==> src/pkg/cpu_xfer_defines.svh <==
`ifndef CPU_XFER_DEFINES_SVH
`define CPU_XFER_DEFINES_SVH
`define REG_CMD 8'h00
`define REG_ACC 8'h04
`define REG_SP 8'h08
`define REG_DIR 8'h0c
`define REG_IDX 8'h10
`define REG_DBR 8'h14
`define REG_PC 8'h18
`define REG_PSTAT 8'h1c
`define REG_MODE 8'h20
`define REG_STKB 8'h24
`define REG_ISTAT 8'h28
`define REG_IMASK 8'h2c
`define REG_SVC 8'h30
`define CMD_OP_MSB 3
`define CMD_BANK_LSB 8
`define CMD_BANK_MSB 15
`define MODE_EMU 0
`define P_N 7
`define P_M 5
`define P_X 4
`define P_D 3
`define P_I 2
`define P_Z 1
`define PSTAT_RESET 8'h34
`define SP_RESET 16'h01ff
`define SP_EMU_HIGH 8'h01
`define BRK_LEN 16'h0002
`define MOVE_LEN 16'h0003
`define OP_LEN 16'h0001
`define EV_W 5
`define SVC_WAIT 0
`define SVC_CMD 1
`define SVC_PEND_LSB 4
`define PINS_IDLE 5'h1f
`define RESP_OKAY 2'b00
`define RESP_SLVERR 2'b10
`endif

==> src/pkg/cpu_xfer_pkg.sv <==
package cpu_xfer_pkg;
    typedef enum logic [3:0] {
        OP_NOP = 4'h0, OP_MOVE_ASC = 4'h1, OP_MOVE_DESC = 4'h2, OP_ACC_TO_SP = 4'h3,
        OP_SP_TO_ACC = 4'h4, OP_ACC_TO_DIR = 4'h5, OP_DIR_TO_ACC = 4'h6,
        OP_ACC_TO_IDX = 4'h7, OP_IDX_TO_ACC = 4'h8, OP_PUSH_STATUS = 4'h9,
        OP_PULL_STATUS = 4'ha, OP_BREAK = 4'hb, OP_RETURN = 4'hc, OP_WAIT = 4'hd
    } op_type;
    typedef enum logic [1:0] {ST_RUN = 2'b01, ST_WAIT = 2'b10} state_type;
    typedef struct packed {
        logic rst_n;
        logic abort_n;
        logic nmi_n;
        logic irq_n;
        logic ready;
    } pins_type;
    typedef struct packed {
        logic irq;
        logic nmi;
        logic abort;
        logic rst;
    } src_type;
endpackage

==> src/hw/cpu_transfer_interrupt_semantics.sv <==
// Design decisions made here: the AXI4-Lite interface to the registers and the register addresses.
`timescale 1ns/1ps
`include "cpu_xfer_defines.svh"
// How it works
// RULE1: Block moves load bank register from operand
// RULE2: Priority reset, abort, nonmaskable, then maskable
// RULE3: Transfers drive full sixteen source bits
// RULE4: Destination width sets stored bits, flags
// RULE5: Acc/stack and acc/direct transfers always sixteen
// RULE6: Status push and pull move one byte
// RULE7: Emulation forces stack high byte 01
// RULE8: Native acc to stack copies high byte
// RULE9: Stack to acc writes all sixteen bits
// RULE10: Break skips its signature byte
// RULE11: Break return address follows signature byte
// RULE12: Narrow accumulator keeps hidden high byte
// RULE13: Wait instruction drives wait indication low
// RULE14: Unused interrupt and ready inputs tied high
// RULE15: Reset or interrupts end the wait state; here only reset, nonmaskable and maskable requests wake it, abort does not
// RULE16: Losing requests stay pending for later
module cpu_transfer_interrupt_semantics
    import cpu_xfer_pkg::*;
#(
    parameter logic [15:0] VEC_RESET = 16'h0000,
    parameter logic [15:0] VEC_ABORT = 16'h0010,
    parameter logic [15:0] VEC_NMI = 16'h0020,
    parameter logic [15:0] VEC_IRQ = 16'h0030,
    parameter logic [15:0] VEC_BRK = 16'h0040
) (
    input wire logic aclk,
    input wire logic aresetn,
    input wire logic [7:0] awaddr,
    input wire logic awvalid,
    output logic awready,
    input wire logic [31:0] wdata,
    input wire logic [3:0] wstrb,
    input wire logic wvalid,
    output logic wready,
    output logic [1:0] bresp,
    output logic bvalid,
    input wire logic bready,
    input wire logic [7:0] araddr,
    input wire logic arvalid,
    output logic arready,
    output logic [31:0] rdata,
    output logic [1:0] rresp,
    output logic rvalid,
    input wire logic rready,
    input wire logic system_reset_n,
    input wire logic abort_n,
    input wire logic nonmaskable_irq_n,
    input wire logic maskable_irq_n,
    input wire logic ready_input,
    output logic irq,
    output logic waiting_indication_n
);
    logic [7:0] aw_addr_q;
    logic aw_have_q, w_have_q, wr_fire, wr_hit, rd_hit, rd_clear;
    logic [31:0] w_data_q, wmask, rd_val;
    logic [3:0] w_strb_q;
    logic [15:0] acc_q, sp_q, dir_q, idx_q, pc_q, saved_pc_q, wval, vec;
    logic [7:0] dbr_q, pstat_q, saved_p_q, stkb_q, cmd_bank_q;
    logic emu_q, cmd_pend_q, abort_pend_q, nmi_pend_q, exec_fire, svc_fire, wake;
    logic [`EV_W-1:0] istat_q, imask_q, ev;
    op_type cmd_op_q;
    state_type state_q;
    pins_type pins_in, meta_q, sync_q, prev_q;
    src_type grant;

    function automatic logic [7:0] set_nz(input logic [7:0] p, input logic [15:0] v,
                                          input logic narrow);
        logic [7:0] r;
        r = p;
        r[`P_N] = narrow ? v[7] : v[15];
        r[`P_Z] = narrow ? (v[7:0] == 8'h00) : (v == 16'h0000);
        return r;
    endfunction

    // AXI4-Lite write side: address and data taken in either order
    assign wr_fire = aw_have_q && w_have_q && !bvalid;
    for (genvar g = 0; g < 4; g++) begin : g_mask
        assign wmask[g*8 +: 8] = {8{w_strb_q[g]}};
    end
    assign wval = 16'(w_data_q & wmask);

    always_ff @(posedge aclk) begin
        if (!aresetn) begin
            awready <= 1'b1;
            aw_have_q <= 1'b0;
            aw_addr_q <= 8'h00;
        end else if (awvalid && awready) begin
            aw_addr_q <= awaddr;
            aw_have_q <= 1'b1;
            awready <= 1'b0;
        end else if (wr_fire) begin
            aw_have_q <= 1'b0;
        end else if (bvalid && bready) begin
            awready <= 1'b1;
        end
    end

    always_ff @(posedge aclk) begin
        if (!aresetn) begin
            wready <= 1'b1;
            w_have_q <= 1'b0;
            w_data_q <= 32'h0000_0000;
            w_strb_q <= 4'h0;
        end else if (wvalid && wready) begin
            w_data_q <= wdata;
            w_strb_q <= wstrb;
            w_have_q <= 1'b1;
            wready <= 1'b0;
        end else if (wr_fire) begin
            w_have_q <= 1'b0;
        end else if (bvalid && bready) begin
            wready <= 1'b1;
        end
    end

    always_comb begin
        if (aw_addr_q == `REG_CMD || aw_addr_q == `REG_ACC || aw_addr_q == `REG_SP) begin
            wr_hit = 1'b1;
        end else if (aw_addr_q == `REG_DIR || aw_addr_q == `REG_IDX) begin
            wr_hit = 1'b1;
        end else if (aw_addr_q == `REG_DBR || aw_addr_q == `REG_PC) begin
            wr_hit = 1'b1;
        end else if (aw_addr_q == `REG_PSTAT || aw_addr_q == `REG_MODE) begin
            wr_hit = 1'b1;
        end else if (aw_addr_q == `REG_STKB || aw_addr_q == `REG_IMASK) begin
            wr_hit = 1'b1;
        end else begin
            // Status and service words are read only, still answered OKAY
            wr_hit = aw_addr_q == `REG_ISTAT || aw_addr_q == `REG_SVC;
        end
    end

    always_ff @(posedge aclk) begin
        if (!aresetn) begin
            bvalid <= 1'b0;
            bresp <= `RESP_OKAY;
        end else if (wr_fire) begin
            bvalid <= 1'b1;
            bresp <= wr_hit ? `RESP_OKAY : `RESP_SLVERR;
        end else if (bready) begin
            bvalid <= 1'b0;
        end
    end

    // AXI4-Lite read side
    always_comb begin
        rd_hit = 1'b1;
        if (araddr == `REG_CMD) begin
            rd_val = {16'h0000, cmd_bank_q, 4'h0, cmd_op_q};
        end else if (araddr == `REG_ACC) begin
            rd_val = {16'h0000, acc_q};
        end else if (araddr == `REG_SP) begin
            rd_val = {16'h0000, sp_q};
        end else if (araddr == `REG_DIR) begin
            rd_val = {16'h0000, dir_q};
        end else if (araddr == `REG_IDX) begin
            rd_val = {16'h0000, idx_q};
        end else if (araddr == `REG_DBR) begin
            rd_val = {24'h000000, dbr_q};
        end else if (araddr == `REG_PC) begin
            rd_val = {16'h0000, pc_q};
        end else if (araddr == `REG_PSTAT) begin
            rd_val = {24'h000000, pstat_q};
        end else if (araddr == `REG_MODE) begin
            rd_val = {31'h00000000, emu_q};
        end else if (araddr == `REG_STKB) begin
            rd_val = {24'h000000, stkb_q};
        end else if (araddr == `REG_ISTAT) begin
            rd_val = {27'h0000000, istat_q};
        end else if (araddr == `REG_IMASK) begin
            rd_val = {27'h0000000, imask_q};
        end else if (araddr == `REG_SVC) begin
            rd_val = {24'h000000, !sync_q.irq_n, nmi_pend_q, abort_pend_q, !sync_q.rst_n,
                      2'b00, cmd_pend_q, state_q == ST_WAIT};
        end else begin
            rd_val = 32'h0000_0000;
            rd_hit = 1'b0;
        end
    end
    assign rd_clear = arvalid && arready && araddr == `REG_ISTAT;

    always_ff @(posedge aclk) begin
        if (!aresetn) begin
            arready <= 1'b1;
            rvalid <= 1'b0;
            rdata <= 32'h0000_0000;
            rresp <= `RESP_OKAY;
        end else if (arvalid && arready) begin
            arready <= 1'b0;
            rvalid <= 1'b1;
            rdata <= rd_val;
            rresp <= rd_hit ? `RESP_OKAY : `RESP_SLVERR;
        end else if (rvalid && rready) begin
            rvalid <= 1'b0;
            arready <= 1'b1;
        end
    end

    // Pin synchronisers; idle level is high so unused inputs stay quiet
    assign pins_in = {system_reset_n, abort_n, nonmaskable_irq_n, maskable_irq_n, ready_input};
    always_ff @(posedge aclk) begin
        if (!aresetn) begin
            meta_q <= `PINS_IDLE; // RULE14
            sync_q <= `PINS_IDLE;
            prev_q <= `PINS_IDLE;
        end else begin
            meta_q <= pins_in;
            sync_q <= meta_q;
            prev_q <= sync_q;
        end
    end

    // Edge latches; a new edge beats the clear of its own service
    always_ff @(posedge aclk) begin
        if (!aresetn) begin
            abort_pend_q <= 1'b0;
            nmi_pend_q <= 1'b0;
        end else begin
            abort_pend_q <= (abort_pend_q && !grant.abort) || (prev_q.abort_n && !sync_q.abort_n); // RULE16
            nmi_pend_q <= (nmi_pend_q && !grant.nmi) || (prev_q.nmi_n && !sync_q.nmi_n); // RULE16
        end
    end

    // Abort cannot restart a waiting core, but still goes first once it wakes
    always_comb begin
        grant = '0;
        if (!sync_q.rst_n) begin
            grant.rst = 1'b1; // RULE2
        end else if (abort_pend_q && (state_q == ST_RUN || wake)) begin
            grant.abort = 1'b1; // RULE2
        end else if (nmi_pend_q) begin
            grant.nmi = 1'b1; // RULE2
        end else if (!sync_q.irq_n && !pstat_q[`P_I]) begin
            grant.irq = 1'b1; // RULE2
        end
    end
    assign svc_fire = |grant;
    assign wake = state_q == ST_WAIT && (!sync_q.rst_n || nmi_pend_q || !sync_q.irq_n); // RULE15
    assign exec_fire = cmd_pend_q && state_q == ST_RUN && sync_q.ready && !svc_fire;
    assign vec = grant.rst ? VEC_RESET : grant.abort ? VEC_ABORT : grant.nmi ? VEC_NMI : VEC_IRQ;

    always_ff @(posedge aclk) begin
        if (!aresetn) begin
            cmd_pend_q <= 1'b0;
            cmd_op_q <= OP_NOP;
            cmd_bank_q <= 8'h00;
        end else if (wr_fire && aw_addr_q == `REG_CMD && !cmd_pend_q) begin
            cmd_pend_q <= 1'b1;
            cmd_op_q <= op_type'(w_data_q[`CMD_OP_MSB:0]);
            cmd_bank_q <= w_data_q[`CMD_BANK_MSB:`CMD_BANK_LSB];
        end else if (exec_fire) begin
            cmd_pend_q <= 1'b0;
        end
    end

    always_ff @(posedge aclk) begin
        if (!aresetn) begin
            state_q <= ST_RUN;
            waiting_indication_n <= 1'b1;
        end else if (exec_fire && cmd_op_q == OP_WAIT) begin
            state_q <= ST_WAIT;
            waiting_indication_n <= 1'b0; // RULE13
        end else if (wake) begin
            state_q <= ST_RUN;
            waiting_indication_n <= 1'b1; // RULE15
        end
    end

    // Architectural state: software writes, then execution, then service
    always_ff @(posedge aclk) begin
        if (!aresetn) begin
            acc_q <= 16'h0000;
            sp_q <= `SP_RESET;
            dir_q <= 16'h0000;
            idx_q <= 16'h0000;
            dbr_q <= 8'h00;
            pc_q <= VEC_RESET;
            pstat_q <= `PSTAT_RESET;
            emu_q <= 1'b1;
            stkb_q <= 8'h00;
            saved_pc_q <= 16'h0000;
            saved_p_q <= 8'h00;
        end else begin
            if (wr_fire && aw_addr_q == `REG_ACC) acc_q <= wval;
            if (wr_fire && aw_addr_q == `REG_SP) sp_q <= wval;
            if (wr_fire && aw_addr_q == `REG_DIR) dir_q <= wval;
            if (wr_fire && aw_addr_q == `REG_IDX) idx_q <= wval;
            if (wr_fire && aw_addr_q == `REG_DBR) dbr_q <= wval[7:0];
            if (wr_fire && aw_addr_q == `REG_PC) pc_q <= wval;
            if (wr_fire && aw_addr_q == `REG_PSTAT) pstat_q <= wval[7:0];
            if (wr_fire && aw_addr_q == `REG_MODE) emu_q <= wval[`MODE_EMU];
            if (wr_fire && aw_addr_q == `REG_STKB) stkb_q <= wval[7:0];
            if (exec_fire) begin
                pc_q <= pc_q + `OP_LEN;
                case (cmd_op_q)
                    OP_MOVE_ASC, OP_MOVE_DESC: begin
                        dbr_q <= cmd_bank_q; // RULE1
                        pc_q <= pc_q + `MOVE_LEN;
                    end
                    OP_ACC_TO_SP: begin
                        sp_q <= emu_q ? {`SP_EMU_HIGH, acc_q[7:0]} : acc_q; // RULE5 RULE7 RULE8
                    end
                    OP_SP_TO_ACC: begin
                        acc_q <= sp_q; // RULE9 RULE5
                        pstat_q <= set_nz(pstat_q, sp_q, 1'b0);
                    end
                    OP_ACC_TO_DIR: begin
                        dir_q <= acc_q; // RULE5
                        pstat_q <= set_nz(pstat_q, acc_q, 1'b0);
                    end
                    OP_DIR_TO_ACC: begin
                        acc_q <= dir_q; // RULE5
                        pstat_q <= set_nz(pstat_q, dir_q, 1'b0);
                    end
                    OP_ACC_TO_IDX: begin
                        // Narrow index drops the high byte of the full source
                        idx_q <= pstat_q[`P_X] ? {8'h00, acc_q[7:0]} : acc_q; // RULE3 RULE4
                        pstat_q <= set_nz(pstat_q, acc_q, pstat_q[`P_X]); // RULE4
                    end
                    OP_IDX_TO_ACC: begin
                        acc_q <= pstat_q[`P_M] ? {acc_q[15:8], idx_q[7:0]} : idx_q; // RULE3 RULE12
                        pstat_q <= set_nz(pstat_q, idx_q, pstat_q[`P_M]); // RULE4
                    end
                    OP_PUSH_STATUS: stkb_q <= pstat_q; // RULE6
                    OP_PULL_STATUS: pstat_q <= stkb_q; // RULE6
                    OP_BREAK: begin
                        saved_pc_q <= pc_q + `BRK_LEN; // RULE10 RULE11
                        saved_p_q <= pstat_q;
                        pc_q <= VEC_BRK;
                        pstat_q[`P_I] <= 1'b1;
                        pstat_q[`P_D] <= 1'b0;
                    end
                    OP_RETURN: begin
                        pc_q <= saved_pc_q; // RULE11
                        pstat_q <= saved_p_q;
                    end
                    default: begin
                    end
                endcase
            end
            if (svc_fire) begin
                saved_pc_q <= pc_q;
                saved_p_q <= pstat_q;
                pc_q <= vec;
                pstat_q[`P_I] <= 1'b1;
                pstat_q[`P_D] <= 1'b0;
                if (emu_q || grant.rst) dbr_q <= 8'h00;
                if (grant.rst) emu_q <= 1'b1;
            end
            if (emu_q) begin
                sp_q[15:8] <= `SP_EMU_HIGH; // RULE7
                pstat_q[`P_M] <= 1'b1;
                pstat_q[`P_X] <= 1'b1;
            end
        end
    end

    // Sticky events; a new event wins over the clearing read
    assign ev = {exec_fire && cmd_op_q == OP_WAIT, grant};
    always_ff @(posedge aclk) begin
        if (!aresetn) begin
            istat_q <= '0;
            imask_q <= '0;
            irq <= 1'b0;
        end else begin
            istat_q <= (rd_clear ? '0 : istat_q) | ev;
            if (wr_fire && aw_addr_q == `REG_IMASK) imask_q <= wval[`EV_W-1:0];
            irq <= |(istat_q & imask_q);
        end
    end
endmodule

==> config.mk <==
export PLATFORM = sky130hd
export DESIGN_NAME = cpu_transfer_interrupt_semantics
export DESIGN_NICKNAME = d
export VERILOG_FILES = /design/src/pkg/cpu_xfer_pkg.sv /design/src/hw/cpu_transfer_interrupt_semantics.sv
export VERILOG_INCLUDE_DIRS = /design/src /design/src/pkg
export SDC_FILE = /design/constraint.sdc
export NUM_CORES = 1
export LEC_CHECK = 0
export BUFFER_PORTS_ARGS = -buffer_cell sky130_fd_sc_hd__buf_4
export CORE_MARGIN = 2
export CORE_UTILIZATION = 49
export DETAILED_ROUTE_END_ITERATION = 10
export PLACE_DENSITY = 0.7
export SLEW_MARGIN = 20
export SYNTH_ARGS = -nofsm -noshare
export SYNTH_HDL_FRONTEND = slang
export SYNTH_SLANG_ARGS = --single-unit
==> constraint.sdc <==
create_clock -name aclk -period 6.1 [get_ports aclk]
set_input_delay 0.305 -clock aclk [delete_from_list [all_inputs] [get_ports aclk]]
set_output_delay 0.305 -clock aclk [all_outputs]
set_load 0.02 [all_outputs]
==> metrics.log, run 1 <==
INFO  metric status = finished clean
INFO  metric h-tree-depth = 1
INFO  metric synth_top_cell_area_share = 36.94%
INFO  metric synth.area.top_cells = sky130_fd_sc_hd__dfxtp_1 (37%), sky130_fd_sc_hd__a21oi_1 (8.8%), sky130_fd_sc_hd__nand2_1 (6.5%)
INFO  metric antenna_found_initial = 1
INFO  metric io_pins = 107
INFO  metric synth-edff-count = 0
INFO  metric syn_avg_cell_area = 7.678 um2
INFO  metric wire_per_inst = 23.24 um
INFO  metric fmaxAchievable = 0.2939 GHz
INFO  metric yosysWarningCount = 0
INFO  metric worst_ir_drop_vdd = 0.1562 mV
INFO  metric rsz_0062_raised_after_global_routing = no
INFO  metric die_area = 25600 um2
INFO  metric hold_class = in -> reg
INFO  metric final-max-slew-violation-count = 0
INFO  metric synthFlopType = sky130_fd_sc_hd__dfxtp_1
INFO  metric avgViaCountPerCell = 6.617
INFO  metric drcViolationCount = 0
INFO  metric floorplan.initialDensity = 49.47%
INFO  metric yosys.cell_types.count = 80
INFO  metric clk_root_buffer_cell = sky130_fd_sc_hd__clkbuf_16
INFO  metric final_nets = 1602
INFO  metric worst_setup_path_end_kind = register
INFO  metric rows = 57
INFO  metric grt_pass1_vias = 11.14k
INFO  metric filler_cell_count = 2322
INFO  metric largest_net_degree_at_the_start_of_global_routing = 73
INFO  metric slew_worst_pin = 1.131 ns
INFO  metric final_period_minus_worst_setup_slack = 3.403 ns
INFO  metric drt.antenna.violating_nets = 0
INFO  metric place_hpwl = 29640 um
INFO  metric post_synthesis_instance_area = 11920 um2
INFO  metric worst_ep_arrival_time = 3.83 ns
INFO  metric setup_violations = 0
INFO  metric clk_transition_reported_paths = 0.06 ns
INFO  metric syn_to_final_growth = 11.51%
INFO  metric startpoint_type = register
INFO  metric powerDensity = 252.8 nW/um2
INFO  metric grt_usage = 32.90%
INFO  metric max-cap-violations = 0
INFO  metric maximum_clock_insertion_buffer_count = 3
INFO  metric grt_first_pass_wirelength = 66380 um
INFO  metric synthArstFlopShare = 0%
INFO  metric drt_iter0_markers = 1607
INFO  metric synthesis.instances = 1553
INFO  metric worstPathMaxFanout = 22
INFO  metric cts_resized = 0
INFO  metric synth.largest_area_cell = sky130_fd_sc_hd__dfxtp_1
INFO  metric fin_area = 13300 um2
INFO  metric cts_inserted_buffers = 25
INFO  metric fin_tns_setup = 0 ns
INFO  metric regArea = 4404 um2
INFO  metric antenna-diode-count = 0
INFO  metric drive_above_1_share = 10.75%
INFO  metric final_global_route_overflow_total = 0
INFO  metric synth.ff_latch_count = 220
INFO  metric cts.sink_count = 220
INFO  metric total_leakage_power = 4.687 nW
INFO  metric critPathRequiredTime = 6.53 ns
INFO  metric final_min_period_over_clock_period = 55.78%
INFO  metric layout.cells.most_common_list = sky130_fd_sc_hd__dfxtp_1 (220), sky130_fd_sc_hd__a21oi_1 (210), sky130_fd_sc_hd__nand2_1 (205)
INFO  metric place_congestion = 0.9854
INFO  metric finalHoldViolCount = 0
INFO  metric path_class = reg -> reg
INFO  metric insertion_delay = 0.54 ns
INFO  metric first_pass_iters = 7
INFO  metric area_taken_by_multi_input_logic_gates = 6884 um2
INFO  metric dr_total_vias = 12.43k
INFO  metric cts_tree = built
INFO  metric mostFrequentLayoutCell = sky130_fd_sc_hd__dfxtp_1
INFO  metric maxSlewHeadroom = 24.03%
INFO  metric floorplan.die.height = 160.0 um
INFO  metric synth_seq_area_share = 36.94%
INFO  metric clock-skew-final = 0.01581 ns
INFO  metric place_area = 12390 um2
INFO  metric die_x = 160.0 um
INFO  metric design.core.area = 24110 um2
INFO  metric postRouteWirelength = 43650 um
INFO  metric port_buffers = 70
[flip-flops by register name (all words and copies together), names as in the netlist, 16 cells and up]
name        cells
acc_q          16
dir_q          16
idx_q          16
pc_q           16
rdata          16
saved_pc_q     16
sp_q           16
w_data_q       16
[layout make-up]
| cell class | instances | share of cell area [%] |
|---|---|---|
| multi-input cells | 1181 | 51.77 |
| clock inverters | 8 | 0.7057 |
| clock buffers | 38 | 5.674 |
| flip-flops and latches | 220 | 33.12 |
| inverters | 17 | 0.4987 |
| well taps | 324 | 3.049 |
| repair buffers | 90 | 5.175 |
[metal layers]
metal  wire length [um]  track usage [%]  vias up  part of all wire [%]
met1              17840            46.00     5804                    41
met5                 13                0        -                 0.030
met3               5545            8.234      155                    13
met2              18300            48.80      846                    42
li1                   -                -     5620                     -
met4               1947            12.94        2                   4.5
[metrics by stage]
step | util [%] | setup slack, ns | instances | hold slack [ns] | power (W)
2_1_floorplan | - | 3.662 | 1570 | 0.3863 | 0.001734
3_3_place_gp | 51.40 | 2.856 | 1826 | 0.3896 | 0.001820
3_5_place_dp | 51.40 | 2.787 | 1826 | 0.3958 | 0.001825
4_1_cts | 55.12 | 2.787 | 1877 | 0.01566 | 0.003355
5_1_grt | 55.16 | 2.587 | 1878 | 0.02547 | 0.003452
6_report | 55.16 | 2.698 | 1878 | 0.02119 | 0.003362
[logic make-up after synthesis]
kind of cell	Yosys count	share of synthesized area (%)
AO/OA/AOI/OAI	558	30.38
XOR/XNOR	19	1.396
adder cells (fa/ha/maj)	3	0.3777
buffers and inverters	169	6.107
flip-flops	220	36.94
multiplexers	28	3.074
other	1	0.03145
AND/OR/NAND/NOR	555	21.70
[path summary, 6_finish.rpt]
check	startpoint	endpoint	slack, ns	cells past startpoint
min reg2reg	meta_q[1]	sync_q[1]	0.40	1
min	wdata[10]	w_data_q[10]	0.02	3
max	cmd_op_q[1]	pc_q[12]	2.70	9
max reg2reg	cmd_op_q[1]	pc_q[12]	2.70	9
[critical path: stages (launching register included)]
cell and delay [ns]:
sky130_fd_sc_hd__dfxtp_1 0.99, sky130_fd_sc_hd__xnor2_1 0.14, sky130_fd_sc_hd__nor3_1 0.50, sky130_fd_sc_hd__fa_1 0.33
sky130_fd_sc_hd__nand3_1 0.22, sky130_fd_sc_hd__nor2_1 0.29, sky130_fd_sc_hd__nand2_1 0.10, sky130_fd_sc_hd__xnor2_1 0.13
sky130_fd_sc_hd__a221o_1 0.34, sky130_fd_sc_hd__a32o_1 0.24
[Yosys cell counts, types with 22 or more instances]
cell and n:
sky130_fd_sc_hd__nor2_1 148, sky130_fd_sc_hd__nand2_1 205, sky130_fd_sc_hd__dfxtp_1 220, sky130_fd_sc_hd__o21ai_0 78, sky130_fd_sc_hd__a211oi_1 62, sky130_fd_sc_hd__o22ai_1 23
sky130_fd_sc_hd__o211ai_1 22, sky130_fd_sc_hd__nor3_1 36, sky130_fd_sc_hd__a21oi_1 210, sky130_fd_sc_hd__clkbuf_1 115, sky130_fd_sc_hd__nand2b_1 28, sky130_fd_sc_hd__nand3_1 30
sky130_fd_sc_hd__a22oi_1 35
[power breakdown]
group          switching [W]  internal [W]
logic               0.000186     0.0000964
clock network       0.000620      0.000934
registers          0.0000507       0.00147
total               0.000857       0.00250
[what timing repair did]
action,CTS,global route
hold endpoints to repair,5,0
setup buffers,0,0
hold buffers,5,0
No activity file was read; power rests on OpenSTA's default activity.
==> run 2, diff against run 1 <==
clock period = 3.5 ns   (was 6.1 ns; I/O delays follow)
==> run 2 against run 1 <==
Routed wire length is 1.4% higher. Global-route usage is 0.35 points higher. Sequential share of layout area is 0.99 points lower. Final cell count is 2.1% higher. Critical path depth stayed put. Sequential power is 74% higher. Fmax is 17% higher. Final area is 3.1% higher. Via count is 1.3% higher. Clock skew is 0.0046 ns lower. Non-clock buffer count is 40 higher. Die area stayed put. Critical endpoint unchanged.
==> metrics.log, run 2 (synthesis gave the netlist of run 1 again) <==
INFO  metric port_buffers = 70 (unchanged)
INFO  metric startpoint_type = register
INFO  metric crit_path_cell_trace = xnor2_1, nor3_1, fa_1, nand3_1, nor2_1, nand2_1, xnor2_1, a221o_1, a32o_1
INFO  metric cp_slowest_stage_delay = 0.53 ns (-0.46 ns)
INFO  metric wire_per_inst = 23.09 um (-0.66%)
INFO  metric filler_cell_count = 2284 (-1.6%)
INFO  metric postRouteWirelength = 44260 um (+1.4%)
INFO  metric die_area = 25600 um2 (unchanged)
INFO  metric drt_iter0_markers = 1875 (+17%)
INFO  metric status = finished clean
INFO  metric maximum_clock_insertion_buffer_count = 3 (unchanged)
INFO  metric syn_to_final_growth = 14.94%
INFO  metric worstPathBufferInverterCount = 0 (unchanged)
INFO  metric grt_usage = 33.25% (+0.35 points)
INFO  metric grt_first_pass_wirelength = 67280 um (+1.4%)
INFO  metric rows = 57 (unchanged)
INFO  metric setup_violations = 0 (unchanged)
INFO  metric worst_ep_arrival_time = 3.34 ns (-0.49 ns)
INFO  metric clk_transition_reported_paths = 0.06 ns (about the same)
INFO  metric place_congestion = 1.011 (+2.6%)
INFO  metric setup_ws = 0.5816 ns (-2.116 ns)
INFO  metric fin_area = 13710 um2 (+3.1%)
INFO  metric final_period_minus_worst_setup_slack = 2.918 ns (-0.4841 ns)
INFO  metric floorplan.initialDensity = 49.47% (unchanged)
INFO  metric final_global_route_overflow_total = 0 (unchanged)
INFO  metric fin_tns_setup = 0 ns (unchanged)
INFO  metric post-route-util = 56.86% (+1.7 points)
INFO  metric worstSetupPathDepth = 9 (unchanged)
INFO  metric worstPathMaxFanout = 9 (-59%)
INFO  metric drt.antenna.violating_nets = 0 (unchanged)
INFO  metric h-tree-depth = 1 (unchanged)
INFO  metric clock-skew-final = 0.01118 ns (-0.004632 ns)
INFO  metric first_pass_iters = 6 (-1)
INFO  metric place_worst_setup_slack = 0.6818 ns (-2.105 ns)
INFO  metric maxSlewHeadroom = 38.43% (+14 points)
INFO  metric mostFrequentLayoutCell = sky130_fd_sc_hd__dfxtp_1
INFO  metric design.core.area = 24110 um2 (unchanged)
INFO  metric slowest_stage = sky130_fd_sc_hd__dfxtp_1
INFO  metric max-cap-violations = 0 (unchanged)
INFO  metric dr_total_vias = 12.59k (+1.3%)
INFO  metric rsz_0062_raised_after_global_routing = no
INFO  metric timing.hold.worst_path_depth = 3 (unchanged)
INFO  metric antenna-diode-count = 0 (unchanged)
INFO  metric cts_resized = 0 (unchanged)
INFO  metric hold_class = in -> reg
INFO  metric avgViaCountPerCell = 6.569 (-0.73%)
INFO  metric worst_setup_path_end_kind = register
INFO  metric clk_root_buffer_cell = sky130_fd_sc_hd__clkbuf_16
INFO  metric grt_pass1_vias = 11.34k (+1.8%)
INFO  metric place_hpwl = 30190 um (+1.9%)
INFO  metric total_leakage_power = 4.874 nW (+4.0%)
INFO  metric cts.sink_count = 220 (unchanged)
INFO  metric largest_net_degree_at_the_start_of_global_routing = 93 (+27%)
INFO  metric fmaxAchievable = 0.3427 GHz (+17%)
INFO  metric layout.cells.most_common_list = sky130_fd_sc_hd__dfxtp_1 (220), sky130_fd_sc_hd__a21oi_1 (210), sky130_fd_sc_hd__nand2_1 (205)
INFO  metric io_pins = 107 (unchanged)
INFO  metric floorplan.die.height = 160.0 um (unchanged)
INFO  metric cts_inserted_buffers = 25 (unchanged)
INFO  metric place_area = 12500 um2 (+0.89%)
INFO  metric cts_tree = built
INFO  metric r2r_cells = 9 (unchanged)
INFO  metric die_x = 160.0 um (unchanged)
INFO  metric antenna_found_initial = 0 (-1)
INFO  metric drcViolationCount = 0 (unchanged)
INFO  metric insertion_delay = 0.53 ns (about the same)
INFO  metric slew_worst_pin = 0.9210 ns (-0.2100 ns)
INFO  metric critical-path-top-cell-by-count = sky130_fd_sc_hd__xnor2_1
INFO  metric final_min_period_over_clock_period = 83.38% (+28 points)
INFO  metric final_nets = 1642 (+2.5%)
INFO  metric crit_family = simple AND/OR/NAND/NOR gates
INFO  metric path_class = reg -> reg
INFO  metric drive_above_1_share = 11.30% (+0.55 points)
INFO  metric worst_ir_drop_vdd = 0.3904 mV (+150%)
INFO  metric final-max-slew-violation-count = 0 (unchanged)
INFO  metric finalHoldViolCount = 0 (unchanged)
INFO  metric powerDensity = 438.1 nW/um2 (+73%)
INFO  metric critPathRequiredTime = 3.92 ns (-2.61 ns)
## run 2: changes by cell type in the layout (fill, tap and decap cells not counted)
cell	delta
sky130_fd_sc_hd__buf_4	+11
sky130_fd_sc_hd__dlygate4sd3_1	+28
sky130_fd_sc_hd__clkbuf_1	-2
sky130_fd_sc_hd__bufinv_16	+2
sky130_fd_sc_hd__clkbuf_8	-3
sky130_fd_sc_hd__buf_12	+1
sky130_fd_sc_hd__clkinvlp_4	+2
## run 2: layout make-up
class	count	area (um2)	share of cell area (%)
multi-input combinational	1181	6884	50.23
sequential	220	4404	32.13
timing repair buffer	130	1071	7.815
clock buffer	33	705.7	5.149
tap	324	405.4	2.958
clock inverter	12	168.9	1.232
inverter	17	66.31	0.4838
## run 2: path summary, 6_finish.rpt
kind	from	to	slack [ns]
max reg2reg	cmd_op_q[1]	pc_q[12]	0.58
min reg2reg	meta_q[2]	sync_q[2]	0.40
min	araddr[5]	rresp[1]	0.04
max	cmd_op_q[1]	pc_q[12]	0.58
## run 2: worst reg2reg max path, cell delays in order (launching register included)
cell                      delay [ns]
sky130_fd_sc_hd__dfxtp_1        0.53
sky130_fd_sc_hd__xnor2_1        0.11
sky130_fd_sc_hd__nor3_1         0.52
sky130_fd_sc_hd__fa_1           0.36
sky130_fd_sc_hd__nand3_1        0.19
sky130_fd_sc_hd__nor2_1         0.29
sky130_fd_sc_hd__nand2_1        0.10
sky130_fd_sc_hd__xnor2_1        0.13
sky130_fd_sc_hd__a221o_1        0.34
sky130_fd_sc_hd__a32o_1         0.24
## run 2: where the power goes
| part | internal (W) | total, W | switching (W) |
|---|---|---|---|
| Clock | 0.00171 | 0.00282 | 0.00111 |
| Sequential | 0.00257 | 0.00266 | 0.0000874 |
| Combinational | 0.000196 | 0.000531 | 0.000335 |
| Total | 0.00447 | 0.00600 | 0.00153 |
## run 2: through the flow
stage,cells,hold WS (ns),total power (W)
floorplan,1570,0.2765,0.003022
global placement,1839,0.3570,0.003185
detailed placement,1839,0.3617,0.003194
CTS,1917,0.03427,0.005991
global route,1917,0.06407,0.006163
finish,1917,0.04257,0.006004
## run 2: layer usage
| layer | routed length (um) | vias up | GRT usage, % |
|---|---|---|---|
| li1 | - | 5706 | - |
| met1 | 17960 | 5871 | 45.75 |
| met2 | 18780 | 852 | 49.96 |
| met3 | 5408 | 163 | 7.740 |
| met4 | 2112 | 0 | 14.46 |
| met5 | 0 | - | 0 |
## run 2: repair_timing
item | CTS | global route
setup buffers | 0 | 0
endpoints found under the hold margin | 36 | 0
setup endpoints to repair | 0 | 0
hold buffers | 33 | 0
